==> config.mk <==
export PLATFORM = sky130hd
export DESIGN_NAME = viterbi_acs_traceback
export DESIGN_NICKNAME = d
export VERILOG_FILES = /design/src/rtl/viterbi_pkg.sv /design/src/rtl/history_mem.sv /design/src/rtl/viterbi_acs_traceback.sv
export VERILOG_INCLUDE_DIRS = /design/src /design/src/rtl
export SDC_FILE = /design/constraint.sdc
export NUM_CORES = 2
export LEC_CHECK = 0
export BUFFER_PORTS_ARGS = -buffer_cell sky130_fd_sc_hd__buf_2
export CORE_ASPECT_RATIO = 0.6
export CORE_MARGIN = 5
export CORE_UTILIZATION = 50
export CTS_CLUSTER_SIZE = 8
export DETAILED_ROUTE_END_ITERATION = 7
export PLACE_DENSITY = 0.65
export REMOVE_ABC_BUFFERS = 1
export SYNTH_ARGS = -nofsm -noshare
export SYNTH_HDL_FRONTEND = slang
export SYNTH_SLANG_ARGS = --single-unit
==> constraint.sdc <==
create_clock -name ref_clk_i -period 26.2 [get_ports ref_clk_i]
set_clock_uncertainty 0.05 [all_clocks]
set_input_delay 2.62 -clock ref_clk_i [delete_from_list [all_inputs] [get_ports ref_clk_i]]
set_output_delay 2.62 -clock ref_clk_i [all_outputs]
set_load 0.005 [all_outputs]
==> src/rtl/viterbi_map.svh <==
// Constants for the eight-state trellis decoder: sizes, reset values and limits
`ifndef VITERBI_MAP_SVH
`define VITERBI_MAP_SVH

`define VIT_NUM_STATES      8
`define VIT_STATE_W         3
`define VIT_TRANS_W         3
`define VIT_METRIC_W        16
`define VIT_BRANCH_W        2
`define VIT_CAND_NUM        4
`define VIT_TB_DEPTH        16
`define VIT_TIME_W          4
`define VIT_TB_LAST         4'hF
`define VIT_TIME_ZERO       4'h0
`define VIT_INIT_METRIC0    16'h0000
`define VIT_INIT_METRIC     16'h0010
`define VIT_MAX_SYMBOLS     21840

`endif

==> src/rtl/viterbi_pkg.sv <==
// Types shared by the trellis decoder and its history memory
`include "viterbi_map.svh"

package viterbi_pkg;

  typedef logic [`VIT_STATE_W-1:0]  state_idx_t;
  typedef logic [`VIT_TRANS_W-1:0]  transition_t;
  typedef logic [`VIT_METRIC_W-1:0] metric_t;
  typedef logic [`VIT_BRANCH_W-1:0] branch_metric_t;
  typedef logic [`VIT_TIME_W-1:0]   time_idx_t;

  // One survivor record: where the path came from and by which transition
  typedef struct packed {
    state_idx_t  pred;
    transition_t trans;
  } hist_entry_t;

  typedef hist_entry_t [`VIT_NUM_STATES-1:0]    hist_row_t;
  typedef metric_t [`VIT_NUM_STATES-1:0]        metric_vec_t;
  typedef branch_metric_t [`VIT_NUM_STATES-1:0] branch_vec_t;

  typedef enum logic [2:0] {
    ST_IDLE,
    ST_ACS,
    ST_COPY,
    ST_TB_ADDR,
    ST_TB_DATA
  } fsm_state_t;

endpackage : viterbi_pkg

==> src/rtl/history_mem.sv <==
// Circular survivor history: one row of eight records per symbol period
`timescale 1ns/100ps
`include "viterbi_map.svh"

module history_mem (
  input  wire logic                  ref_clk_i,
  input  wire logic                  reset_n_i,
  input  wire logic                  wr_en_i,
  input  wire viterbi_pkg::time_idx_t wr_addr_i,
  input  wire viterbi_pkg::hist_row_t wr_row_i,
  input  wire viterbi_pkg::time_idx_t rd_addr_i,
  output viterbi_pkg::hist_row_t     rd_row_o
);

  viterbi_pkg::hist_row_t mem_q [`VIT_TB_DEPTH];
  viterbi_pkg::hist_row_t mem_d [`VIT_TB_DEPTH];
  viterbi_pkg::hist_row_t rd_row_q;
  viterbi_pkg::hist_row_t rd_row_d;

  // Next contents: one row replaced per write, reset clears all to the null path
  always_comb begin
    for (int i = 0; i < `VIT_TB_DEPTH; i++) begin
      mem_d[i] = mem_q[i];
    end
    if (wr_en_i) begin
      mem_d[wr_addr_i] = wr_row_i;
    end
    rd_row_d = mem_q[rd_addr_i];
  end

  // Registered read; a row written this edge is visible one cycle later
  always_ff @(posedge ref_clk_i) begin
    if (!reset_n_i) begin
      for (int i = 0; i < `VIT_TB_DEPTH; i++) begin
        mem_q[i] <= '0;
      end
      rd_row_q <= '0;
    end else begin
      for (int i = 0; i < `VIT_TB_DEPTH; i++) begin
        mem_q[i] <= mem_d[i];
      end
      rd_row_q <= rd_row_d;
    end
  end

  assign rd_row_o = rd_row_q;

endmodule : history_mem

==> src/rtl/viterbi_acs_traceback.sv <==
// Eight-state trellis decoder: branch metrics, add-compare-select and traceback
//
// Behaviour
// Upstream delivers one 3-bit received transition per symbol period.
// Reset clears histories, metric of state zero is zero, others sixteen.
// Even new states come from past states 0-3, odd from 4-7.
// Branch metric per transition is Hamming distance to the received symbol.
// Four candidate totals per new state: predecessor metric plus branch metric.
// Path metrics are unsigned 16 bits, wrap past 65535, never renormalised.
// User keeps a run below 21840 symbols so metrics cannot overflow.
// Smallest of four candidates survives; the other three are dropped.
// One survivor per state per period, so eight survivor paths exist.
// New metrics go to a separate buffer while comparisons still run.
// Buffer copied into the metric store only after all eight are chosen.
// Selected predecessor stored at entry indexed by current time and state.
// Selected transition stored at entry indexed by current time and state.
// Each period the smallest path metric's state starts the traceback.
// Traceback walks back depth minus one periods along the chosen path.
// Traceback index starts at current time and decreases every step.
// Each step reads the trace state's predecessor and makes it current.
// Traceback index wraps from below zero to depth minus one.
// Output is the stored transition of the oldest trace state reached.
// Each output lags its input symbol by depth minus one periods.
// Redundant top bit is dropped; the 2-bit symbol is output each period.
// Ties in candidates or metrics pick the lowest-numbered one.
`timescale 1ns/100ps
`include "viterbi_map.svh"

module viterbi_acs_traceback (
  input  wire logic                    ref_clk_i,
  input  wire logic                    reset_n_i,
  input  wire logic                    sym_valid_i,
  input  wire viterbi_pkg::transition_t sym_i,
  output logic                         sym_ready_o,
  output logic                         out_valid_o,
  output logic [1:0]                   decoded_symbol_pair_o
);

  // Hamming distance between two 3-bit transitions
  function automatic viterbi_pkg::branch_metric_t hamming(
    input viterbi_pkg::transition_t a,
    input viterbi_pkg::transition_t b
  );
    viterbi_pkg::transition_t x;
    x = a ^ b;
    return 2'(x[0]) + 2'(x[1]) + 2'(x[2]);
  endfunction : hamming

  // Past state feeding candidate k of a new state
  function automatic viterbi_pkg::state_idx_t cand_pred(
    input viterbi_pkg::state_idx_t s,
    input logic [1:0]              k
  );
    return {s[0], k};
  endfunction : cand_pred

  // Transition on the branch from candidate k into new state s
  function automatic viterbi_pkg::transition_t cand_trans(
    input viterbi_pkg::state_idx_t s,
    input logic [1:0]              k
  );
    viterbi_pkg::transition_t tr;
    tr = 3'h0;
    // Even states only see the lower four transitions, odd states the upper four
    unique case ({s, k})
      5'h00: tr = 3'h0;
      5'h01: tr = 3'h2;
      5'h02: tr = 3'h3;
      5'h03: tr = 3'h1;
      5'h04: tr = 3'h4;
      5'h05: tr = 3'h7;
      5'h06: tr = 3'h6;
      5'h07: tr = 3'h5;
      5'h08: tr = 3'h2;
      5'h09: tr = 3'h0;
      5'h0A: tr = 3'h1;
      5'h0B: tr = 3'h3;
      5'h0C: tr = 3'h7;
      5'h0D: tr = 3'h4;
      5'h0E: tr = 3'h5;
      5'h0F: tr = 3'h6;
      5'h10: tr = 3'h3;
      5'h11: tr = 3'h1;
      5'h12: tr = 3'h0;
      5'h13: tr = 3'h2;
      5'h14: tr = 3'h5;
      5'h15: tr = 3'h6;
      5'h16: tr = 3'h7;
      5'h17: tr = 3'h4;
      5'h18: tr = 3'h1;
      5'h19: tr = 3'h3;
      5'h1A: tr = 3'h2;
      5'h1B: tr = 3'h0;
      5'h1C: tr = 3'h6;
      5'h1D: tr = 3'h5;
      5'h1E: tr = 3'h4;
      5'h1F: tr = 3'h7;
    endcase
    return tr;
  endfunction : cand_trans

  // Control and data registers
  viterbi_pkg::fsm_state_t  fsm_q, fsm_d;
  viterbi_pkg::transition_t sym_q, sym_d;
  viterbi_pkg::time_idx_t   tcurr_q, tcurr_d;
  viterbi_pkg::time_idx_t   traceback_time_index_q, traceback_time_index_d;
  viterbi_pkg::time_idx_t   tb_step_q, tb_step_d;
  viterbi_pkg::state_idx_t  current_trace_state_q, current_trace_state_d;
  viterbi_pkg::metric_vec_t path_metric_store_q, path_metric_store_d;
  viterbi_pkg::metric_vec_t next_path_metric_store_q, next_path_metric_store_d;
  logic                     ready_q, ready_d;
  logic                     out_valid_q, out_valid_d;
  logic [1:0]               out_sym_q, out_sym_d;

  // Combinational results
  viterbi_pkg::branch_vec_t branch_metric_set;
  viterbi_pkg::metric_vec_t acs_metric;
  viterbi_pkg::hist_row_t   acs_row;
  viterbi_pkg::hist_row_t   rd_row;
  viterbi_pkg::hist_entry_t rd_entry;
  viterbi_pkg::state_idx_t  min_state;
  viterbi_pkg::metric_t     minimum_path_metric;
  viterbi_pkg::state_idx_t  previous_trace_state;

  // Eight branch metrics of the latched symbol
  for (genvar t = 0; t < `VIT_NUM_STATES; t++) begin : g_branch
    assign branch_metric_set[t] = hamming(sym_q, 3'(t));
  end

  // One add-compare-select unit per new state, all in parallel
  for (genvar s = 0; s < `VIT_NUM_STATES; s++) begin : g_acs
    viterbi_pkg::metric_t cand [`VIT_CAND_NUM];
    logic [1:0]           best;

    for (genvar k = 0; k < `VIT_CAND_NUM; k++) begin : g_cand
      // Plain 16-bit sum: wraps rather than saturates, caller bounds run length
      assign cand[k] = path_metric_store_q[cand_pred(3'(s), 2'(k))]
                     + 16'(branch_metric_set[cand_trans(3'(s), 2'(k))]);
    end

    // Strict compare keeps the lowest-numbered candidate on a tie
    always_comb begin
      best = 2'h0;
      for (int k = 1; k < `VIT_CAND_NUM; k++) begin
        if (cand[k] < cand[best]) begin
          best = 2'(k);
        end
      end
    end

    assign acs_metric[s]    = cand[best];
    assign acs_row[s].pred  = cand_pred(3'(s), best);
    assign acs_row[s].trans = cand_trans(3'(s), best);
  end

  // Smallest finished metric, lowest state on a tie
  always_comb begin
    min_state           = 3'h0;
    minimum_path_metric = next_path_metric_store_q[0];
    for (int i = 1; i < `VIT_NUM_STATES; i++) begin
      if (next_path_metric_store_q[i] < minimum_path_metric) begin
        min_state           = 3'(i);
        minimum_path_metric = next_path_metric_store_q[i];
      end
    end
  end

  // Record of the current trace state in the row just read
  assign rd_entry             = rd_row[current_trace_state_q];
  assign previous_trace_state = rd_entry.pred;

  // Survivor history, written once per period at the current time column
  history_mem history_mem_i (
    .ref_clk_i (ref_clk_i),
    .reset_n_i (reset_n_i),
    .wr_en_i   (fsm_q == viterbi_pkg::ST_ACS),
    .wr_addr_i (tcurr_q),
    .wr_row_i  (acs_row),
    .rd_addr_i (traceback_time_index_q),
    .rd_row_o  (rd_row)
  );

  // Sequencer: accept, select, commit metrics, then walk the history
  always_comb begin
    fsm_d                  = fsm_q;
    sym_d                  = sym_q;
    tcurr_d                = tcurr_q;
    traceback_time_index_d = traceback_time_index_q;
    tb_step_d              = tb_step_q;
    current_trace_state_d  = current_trace_state_q;
    unique case (fsm_q)
      viterbi_pkg::ST_IDLE: begin
        // Ready is still low in the first idle cycle after reset; nothing is taken then
        if (sym_valid_i && ready_q) begin
          sym_d = sym_i;
          fsm_d = viterbi_pkg::ST_ACS;
        end
      end
      viterbi_pkg::ST_ACS: begin
        fsm_d = viterbi_pkg::ST_COPY;
      end
      viterbi_pkg::ST_COPY: begin
        current_trace_state_d  = min_state;
        traceback_time_index_d = tcurr_q;
        tb_step_d              = `VIT_TIME_ZERO;
        fsm_d                  = viterbi_pkg::ST_TB_ADDR;
      end
      viterbi_pkg::ST_TB_ADDR: begin
        // Memory read takes one cycle; index is already on its address
        fsm_d = viterbi_pkg::ST_TB_DATA;
      end
      viterbi_pkg::ST_TB_DATA: begin
        if (tb_step_q == `VIT_TB_LAST) begin
          tcurr_d = (tcurr_q == `VIT_TB_LAST) ? `VIT_TIME_ZERO : tcurr_q + 4'h1;
          fsm_d   = viterbi_pkg::ST_IDLE;
        end else begin
          current_trace_state_d  = previous_trace_state;
          traceback_time_index_d = (traceback_time_index_q == `VIT_TIME_ZERO)
                                 ? `VIT_TB_LAST
                                 : traceback_time_index_q - 4'h1;
          tb_step_d              = tb_step_q + 4'h1;
          fsm_d                  = viterbi_pkg::ST_TB_ADDR;
        end
      end
    endcase
  end

  // Control registers; symbols offered while busy are dropped, only ready tells
  always_ff @(posedge ref_clk_i) begin
    if (!reset_n_i) begin
      fsm_q                  <= viterbi_pkg::ST_IDLE;
      sym_q                  <= 3'h0;
      tcurr_q                <= `VIT_TIME_ZERO;
      traceback_time_index_q <= `VIT_TIME_ZERO;
      tb_step_q              <= `VIT_TIME_ZERO;
      current_trace_state_q  <= 3'h0;
    end else begin
      fsm_q                  <= fsm_d;
      sym_q                  <= sym_d;
      tcurr_q                <= tcurr_d;
      traceback_time_index_q <= traceback_time_index_d;
      tb_step_q              <= tb_step_d;
      current_trace_state_q  <= current_trace_state_d;
    end
  end

  // Metric group: old store stays frozen until every state is decided
  always_comb begin
    path_metric_store_d      = path_metric_store_q;
    next_path_metric_store_d = next_path_metric_store_q;
    if (fsm_q == viterbi_pkg::ST_ACS) begin
      next_path_metric_store_d = acs_metric;
    end
    if (fsm_q == viterbi_pkg::ST_COPY) begin
      path_metric_store_d = next_path_metric_store_q;
    end
  end

  // Metric registers; reset gives state zero metric zero and every other state sixteen
  always_ff @(posedge ref_clk_i) begin
    if (!reset_n_i) begin
      for (int i = 0; i < `VIT_NUM_STATES; i++) begin
        path_metric_store_q[i]      <= (i == 0) ? `VIT_INIT_METRIC0 : `VIT_INIT_METRIC;
        next_path_metric_store_q[i] <= (i == 0) ? `VIT_INIT_METRIC0 : `VIT_INIT_METRIC;
      end
    end else begin
      path_metric_store_q      <= path_metric_store_d;
      next_path_metric_store_q <= next_path_metric_store_d;
    end
  end

  // Output group: one-cycle pulse, pair held until the next decision
  always_comb begin
    ready_d     = (fsm_d == viterbi_pkg::ST_IDLE);
    out_valid_d = 1'b0;
    out_sym_d   = out_sym_q;
    if (fsm_q == viterbi_pkg::ST_TB_DATA && tb_step_q == `VIT_TB_LAST) begin
      out_sym_d   = rd_entry.trans[1:0];
      out_valid_d = 1'b1;
    end
  end

  // Output registers; ready comes back in the same edge as the pulse
  always_ff @(posedge ref_clk_i) begin
    if (!reset_n_i) begin
      ready_q     <= 1'b0;
      out_valid_q <= 1'b0;
      out_sym_q   <= 2'h0;
    end else begin
      ready_q     <= ready_d;
      out_valid_q <= out_valid_d;
      out_sym_q   <= out_sym_d;
    end
  end

  // Outputs straight from flops
  assign sym_ready_o           = ready_q;
  assign out_valid_o           = out_valid_q;
  assign decoded_symbol_pair_o = out_sym_q;

endmodule : viterbi_acs_traceback

## After elaboration in Yosys (flattened, before gate mapping)

Memories as Yosys holds them, arrays and structs flattened. A register that Yosys moved wholly into a read port is not among the register bits.
Index checks and enable logic that the tools add are counted.

| storage, ports and cells | value |
|---|---|
| flip-flop bits (word level) | 281 |
| bits in writable memories | 768 |
| bits of input ports | 6 |
| output and inout bits | 4 |
| logic and storage cells | 385 |
| memories kept | 1 |

Memories:

| name | words | bits a word | read ports | clocked after memory_dff | write ports | line | source |
|---|---|---|---|---|---|---|---|
| history_mem_i.mem_q | 16 | 48 | 17 | 1 | 16 | history_mem.sv:15 | `` viterbi_pkg::hist_row_t mem_q [`VIT_TB_DEPTH]; `` |

| operators by class | value |
|---|---|
| add/subtract/negate cells | 50 |
| order comparisons | 58 |
| eq/ne operators | 31 |
| mux-type cells | 153 |
| bitwise operators | 48 |
| reductions and logical operators | 19 |

Operators with widths:

| operator | count |
|---|---|
| 16-bit two-way mux | 54 |
| 48-bit two-way mux | 17 |
| 16-bit binary-select mux with 2-bit select | 24 |
| 768-bit bitwise mux | 1 |
| 768-bit two-way mux | 1 |
| 16-bit by 2-bit adder with 16-bit output | 32 |
| 16-bit less-than comparator | 31 |
| 48-bit demux with 4-bit select | 1 |
| 3-bit one-hot mux with 4 select lines | 8 |
| 3-bit greater-or-equal comparator (second input constant) | 24 |
| 2-bit NOT with 3-bit output | 23 |
| 2-bit two-way mux | 17 |
| 2-bit == test (second input constant) | 16 |
| 3-bit two-way mux | 8 |
| 6-bit binary-select mux with 3-bit select | 1 |
| 2-bit by 1-bit adder with 2-bit output | 8 |
| 2-bit by 1-bit == test with 1-bit output (second input constant) | 8 |
| 2-bit logical NOT | 8 |
| 4-bit two-way mux | 4 |
| 1-bit OR | 16 |
| 4-bit one-hot mux with 2 select lines | 2 |
| 3-bit one-hot mux with 5 select lines | 1 |
| 1-bit by 1-bit adder with 2-bit output | 7 |
| 1-bit two-way mux | 12 |
| other kinds (23) | 35 |

## Logic depth before layout (Yosys ltp)

| depth | value |
|---|---|
| depth after elaboration | 23 |
| gate-level depth with buffers | 87 |
| mapped depth without buffers | 75 |

## By module

Synthesis repeated with hierarchy kept, for this count alone.

| unflattened totals | value |
|---|---|
| cell total of the unflattened synthesis | 9076 |
| area, all modules | 71275.9 µm² |

Modules (own cells, without submodules):

| module | times used | cells an instance | area each (µm²) | seq. area each (µm²) |
|---|---|---|---|---|
| history_mem | 1 | 4303 | 35869.4 | 16335.7 |
| viterbi_acs_traceback | 1 | 4773 | 35406.5 | 5625.4 |

## Worst setup path before layout

OpenSTA, ideal clock, no wires.

| timing | value |
|---|---|
| path kind | reg-to-reg |
| from | register next_path_metric_store_q[2] (netlist name) |
| to | register current_trace_state_q[2] |
| library setup time | 91 ps |
| data arrival time | 14499 ps |
| data required time | 26059 ps |
| setup slack | 11560 ps |
| cell stages (with the launch flop) | 87 |
| buffers on the path | 12 |
| clock period less this slack | 14640 ps |
| cells stage by stage | dfxtp_1 > inv_1 > ha_1 > o21a_1 > nor2_1 > o31a_1 > o21ai_0 > buf_2 > buf_1 > mux2i_1 > ha_1 > nand4_1 > nor3_1 > and3_1 > nand3_1 > mux2_2 > nand2_1 > clkbuf_1 > [51 not listed] > nand2b_1 > a221o_1 > or2_1 > buf_6 > buf_6 > mux2_4 > ha_1 > a21oi_1 > nor2b_1 > o21ai_0 > nand2b_1 > a21oi_1 > nor2b_1 > o21ai_0 > nand2b_1 > a221oi_1 > o41ai_1 > a311oi_1 |

| between the ends | value |
|---|---|
| word-level cells in the longest chain between the ends | 15 |
| elaborated cells between the ends (all ways) | 19 |
| classes of those cells | 7 x order compare; 12 x mux |

Ends and longest elaborated chain:

| what | line | source |
|---|---|---|
| start: declaration | viterbi_acs_traceback.sv:110 | `viterbi_pkg::metric_vec_t next_path_metric_store_q, next_path_metric_store_d;` |
| start signal: indexed assignment | viterbi_acs_traceback.sv:264 | `` next_path_metric_store_q[i] <= (i == 0) ? `VIT_INIT_METRIC0 : `VIT_INIT_METRIC; `` |
| start signal: assignment | viterbi_acs_traceback.sv:268 | `next_path_metric_store_q <= next_path_metric_store_d;` |
| 16-bit less-than comparator | viterbi_acs_traceback.sv:161 | `if (next_path_metric_store_q[i] < minimum_path_metric) begin` |
| 16-bit two-way mux (*) | viterbi_acs_traceback.sv:161 |  |
| 16-bit less-than comparator | viterbi_acs_traceback.sv:161 |  |
| 16-bit two-way mux (*) | viterbi_acs_traceback.sv:161 |  |
| 16-bit less-than comparator | viterbi_acs_traceback.sv:161 |  |
| 16-bit two-way mux | viterbi_acs_traceback.sv:161 |  |
| 16-bit less-than comparator | viterbi_acs_traceback.sv:161 |  |
| 16-bit two-way mux | viterbi_acs_traceback.sv:161 |  |
| 16-bit less-than comparator | viterbi_acs_traceback.sv:161 |  |
| 16-bit two-way mux | viterbi_acs_traceback.sv:161 |  |
| 16-bit less-than comparator | viterbi_acs_traceback.sv:161 |  |
| 16-bit two-way mux | viterbi_acs_traceback.sv:161 |  |
| 16-bit less-than comparator | viterbi_acs_traceback.sv:161 |  |
| 3-bit two-way mux (*) | viterbi_acs_traceback.sv:161 |  |
| 3-bit one-hot mux with 2 select lines (*) | viterbi_acs_traceback.sv:191 | `unique case (fsm_q)` |
| end signal: assignment | viterbi_acs_traceback.sv:243 | `current_trace_state_q <= current_trace_state_d;` |
| end: declaration | viterbi_acs_traceback.sv:108 | `viterbi_pkg::state_idx_t current_trace_state_q, current_trace_state_d;` |

Every way passes the cells marked *; elsewhere a longest branch is shown, timed or not.
A chain may end at the register's enable or synchronous reset.

## Final worst setup path

Ends and elaborated chain as after synthesis.

==> flow_metrics.tcl <==
set metrics [dict create \
    powerDensity_nw_per_um2 121 \
    cts_setup_buffers 0 \
    antenna_found_initial 3 \
    synth_warnings 0 \
    endpoint_kind "register" \
    worst_pin_slew_ns 1.51 \
    cpMaxStageDelayCell "a41oi_4" \
    seqCellArea_um2 16900 \
    dr.first_iter.drc_count 7741 \
    syn_avg_cell_area_um2 8.16 \
    antenna_cells 0 \
    core_area_um2 115000 \
    leakagePower_uw 0.0244 \
    finalSetupViolCount 0 \
    final_area_um2 62100 \
    drc_errors 17 \
    viasPerCell 6.51 \
    grt_usage 0.371 \
    hp-class "reg -> reg" \
    cts-hold-fix-buffers 0 \
    hold_viol_final 0 \
    path_class "reg -> reg" \
    clockBufferDepth 3 \
    grt_overflow_total 0 \
    synth-async-reset-ratio 0 \
    synth_flop_cell "dfxtp_1" \
    num_rows 96 \
    start_util 0.505 \
    fin_setup_tns_ns 0 \
    grt_pass1_wl_um 339000 \
    cts_buffers 116 \
    violations "design-rule violations, max-capacitance violations, max-slew violations" \
    dpl.hpwl_um 180000 \
    drive_gt1_frac 0.0846 \
    grt_pass1_vias 48600 \
    period_minus_slack_ns 17.59 \
    rsz0062_at_grt "no" \
    post-route-period-util 0.671 \
    synth-edff-count 0 \
    postRouteAntennaNets 0 \
    placed_cell_area_um2 58900 \
    wl_um 236000 \
    status "finished with violations" \
    crit_path_max_fanout 36 \
    grt_max_degree 216 \
    critPathRequiredTime_ns 26.79 \
    gp_congestion 1.11 \
    cts_sinks 842 \
    max_stage_delay_ns 0.82 \
    cts.clk_slew.worst_paths_ns 0.05 \
    tritoncts "done" \
    drv_cap 1 \
    worst_ep_arrival_time_ns 18.18 \
    start_kind "register" \
    layout_common_cells "dfxtp_1, nand2_1, a21oi_1, nor2_1, o21ai_0" \
    htreeDepth 3 \
    synth_area_um2 58000 \
    die_h_um 274 \
    synthCells 7098 \
    n_fill_cell 10700 \
    firstDrtPassIters 8 \
    wire_per_inst_um 28.4 \
    vdd_drop_max_uv 280 \
    slew_headroom -0.0124 \
    num_vias 54100 \
    drv_slew 5 \
    io_pins 10 \
    fp.dieW_um 450 \
    max_freq_mhz 56.9 \
    fin_nets 7346 \
    cts_root_buf "clkbuf_16" \
    ys_seq_area_frac 0.291 \
    ys_types 81 \
    multi_input_area_um2 38100 \
    syn_to_final_growth_pct 7.11 \
    synth-seq-cells 842 \
    portBuffers 9 \
    final_common_cell "dfxtp_1" \
    ctsResizeCount 0 \
    die_area_um2 123000 \
    worstSkewPairLatency_ns 0.75 \
]
flip-flops by register name, indices dropped and copies added (netlist names), 4 cells and up:
register                  count
tb_step_q                     4
tcurr_q                       4
history_mem_i.rd_row_o       33
traceback_time_index_q        4
history_mem_i.mem_q         528
path_metric_store_q         128
next_path_metric_store_q    128
per-layer routing:
metal | share of wire | up-vias | track usage
met1 | 0.46 | 26000 | 0.571
met5 | 0.0017 | - | 0.0230
li1 | - | 24300 | -
met3 | 0.17 | 322 | 0.181
met4 | 0.021 | 8 | 0.0730
met2 | 0.35 | 3380 | 0.446
logic make-up (layout without fill, tap and decap cells):
logic type | after synthesis | in the layout | share of synthesized area
AND/OR/NAND/NOR | 2223 | 2223 | 0.172
AO/OA/AOI/OAI | 1840 | 1840 | 0.191
buffers and inverters | 856 | 544 | 0.0559
flip-flops | 842 | 842 | 0.291
adder cells (fa/ha/maj) | 573 | 573 | 0.129
XOR/XNOR | 456 | 456 | 0.0689
multiplexers | 308 | 308 | 0.0923
metrics by stage:
stage	instances	worst slack, ns	total power [uW]	utilization	hold WS, ns
final	8305	8.61	7510	0.541	0.404
after detailed placement	8173	9.17	5950	0.513	0.391
after global placement	8172	9.30	5940	0.513	0.387
after floorplan	6523	9.80	4390	-	0.379
after CTS	8305	9.08	7340	0.541	0.398
after global routing	8305	7.58	7900	0.541	0.415
critical path: cells and delay by family, from the launching register on:
kind,cells,cell delay [ns]
buffers and inverters,6,1.16
AO/OA/AOI/OAI,38,9.49
AND/OR/NAND/NOR,20,3.16
multiplexers,3,1.11
adder cells (fa/ha/maj),7,2.09
flip-flops,1,0.38
cell usage after synthesis, types with 14 or more instances:
cell       count  area (um^2)
nand2b_1      71          444
nor2b_1       80          500
a2111oi_0     19          166
nand3_1      284         1420
or2_2         18          113
and4_1        14          123
nand4_1       93          582
o31a_1        31          272
nor3_1       100          500
fa_1          40          801
clkbuf_1     519         1950
or3_1         16          100
xor2_1       229         2010
and3_1        33          206
a31oi_1       23          144
a21o_1       122          916
nand2_1      746         2800
dfxtp_1      842        16900
mux2_2        47          529
inv_1        279         1050
xnor2_1      227         1990
nor4_1        17          106
mux2i_1       80          801
o211ai_1      46          345
nor2_1       666         2500
o21a_1        46          345
o311ai_0      39          342
o21ai_0      539         2700
mux4_2       173         3900
a21oi_1      664         3320
a211oi_1     169         1270
o31ai_1       38          285
and2_1        56          350
buf_1         43          161
ha_1         528         6610
final cells by class:
| class | count | share of cell area |
|---|---|---|
| flip-flops and latches | 842 | 0.272 |
| inverters | 281 | 0.0171 |
| clock inverters | 10 | 0.00421 |
| repair buffers | 131 | 0.0159 |
| clock buffers | 122 | 0.0471 |
| multi-input cells | 5400 | 0.613 |
| well taps | 1519 | 0.0306 |
worst paths after layout:
| kind | from | depth (start not counted) | slack (ns) | end |
|---|---|---|---|---|
| worst max-delay path | next_path_metric_store_q[2]$_SDFFE_PN0P_ | 74 | 8.61 | current_trace_state_q[2]$_SDFFE_PN0P_ |
| worst min-delay path | history_mem_i.mem_q[6][30]$_SDFFE_PN0P_ | 2 | 0.40 | history_mem_i.mem_q[6][30]$_SDFFE_PN0P_ |
| worst max register to register | next_path_metric_store_q[2]$_SDFFE_PN0P_ | 74 | 8.61 | current_trace_state_q[2]$_SDFFE_PN0P_ |
| worst min register to register | history_mem_i.mem_q[6][30]$_SDFFE_PN0P_ | 2 | 0.40 | history_mem_i.mem_q[6][30]$_SDFFE_PN0P_ |
power by group:
part / internal (uW) / total, uW / switching (uW)
registers: 1320 / 1390 / 67.6
logic: 1470 / 4730 / 3260
clock network: 802 / 1390 / 590
No activity file was read; power rests on OpenSTA's default activity.
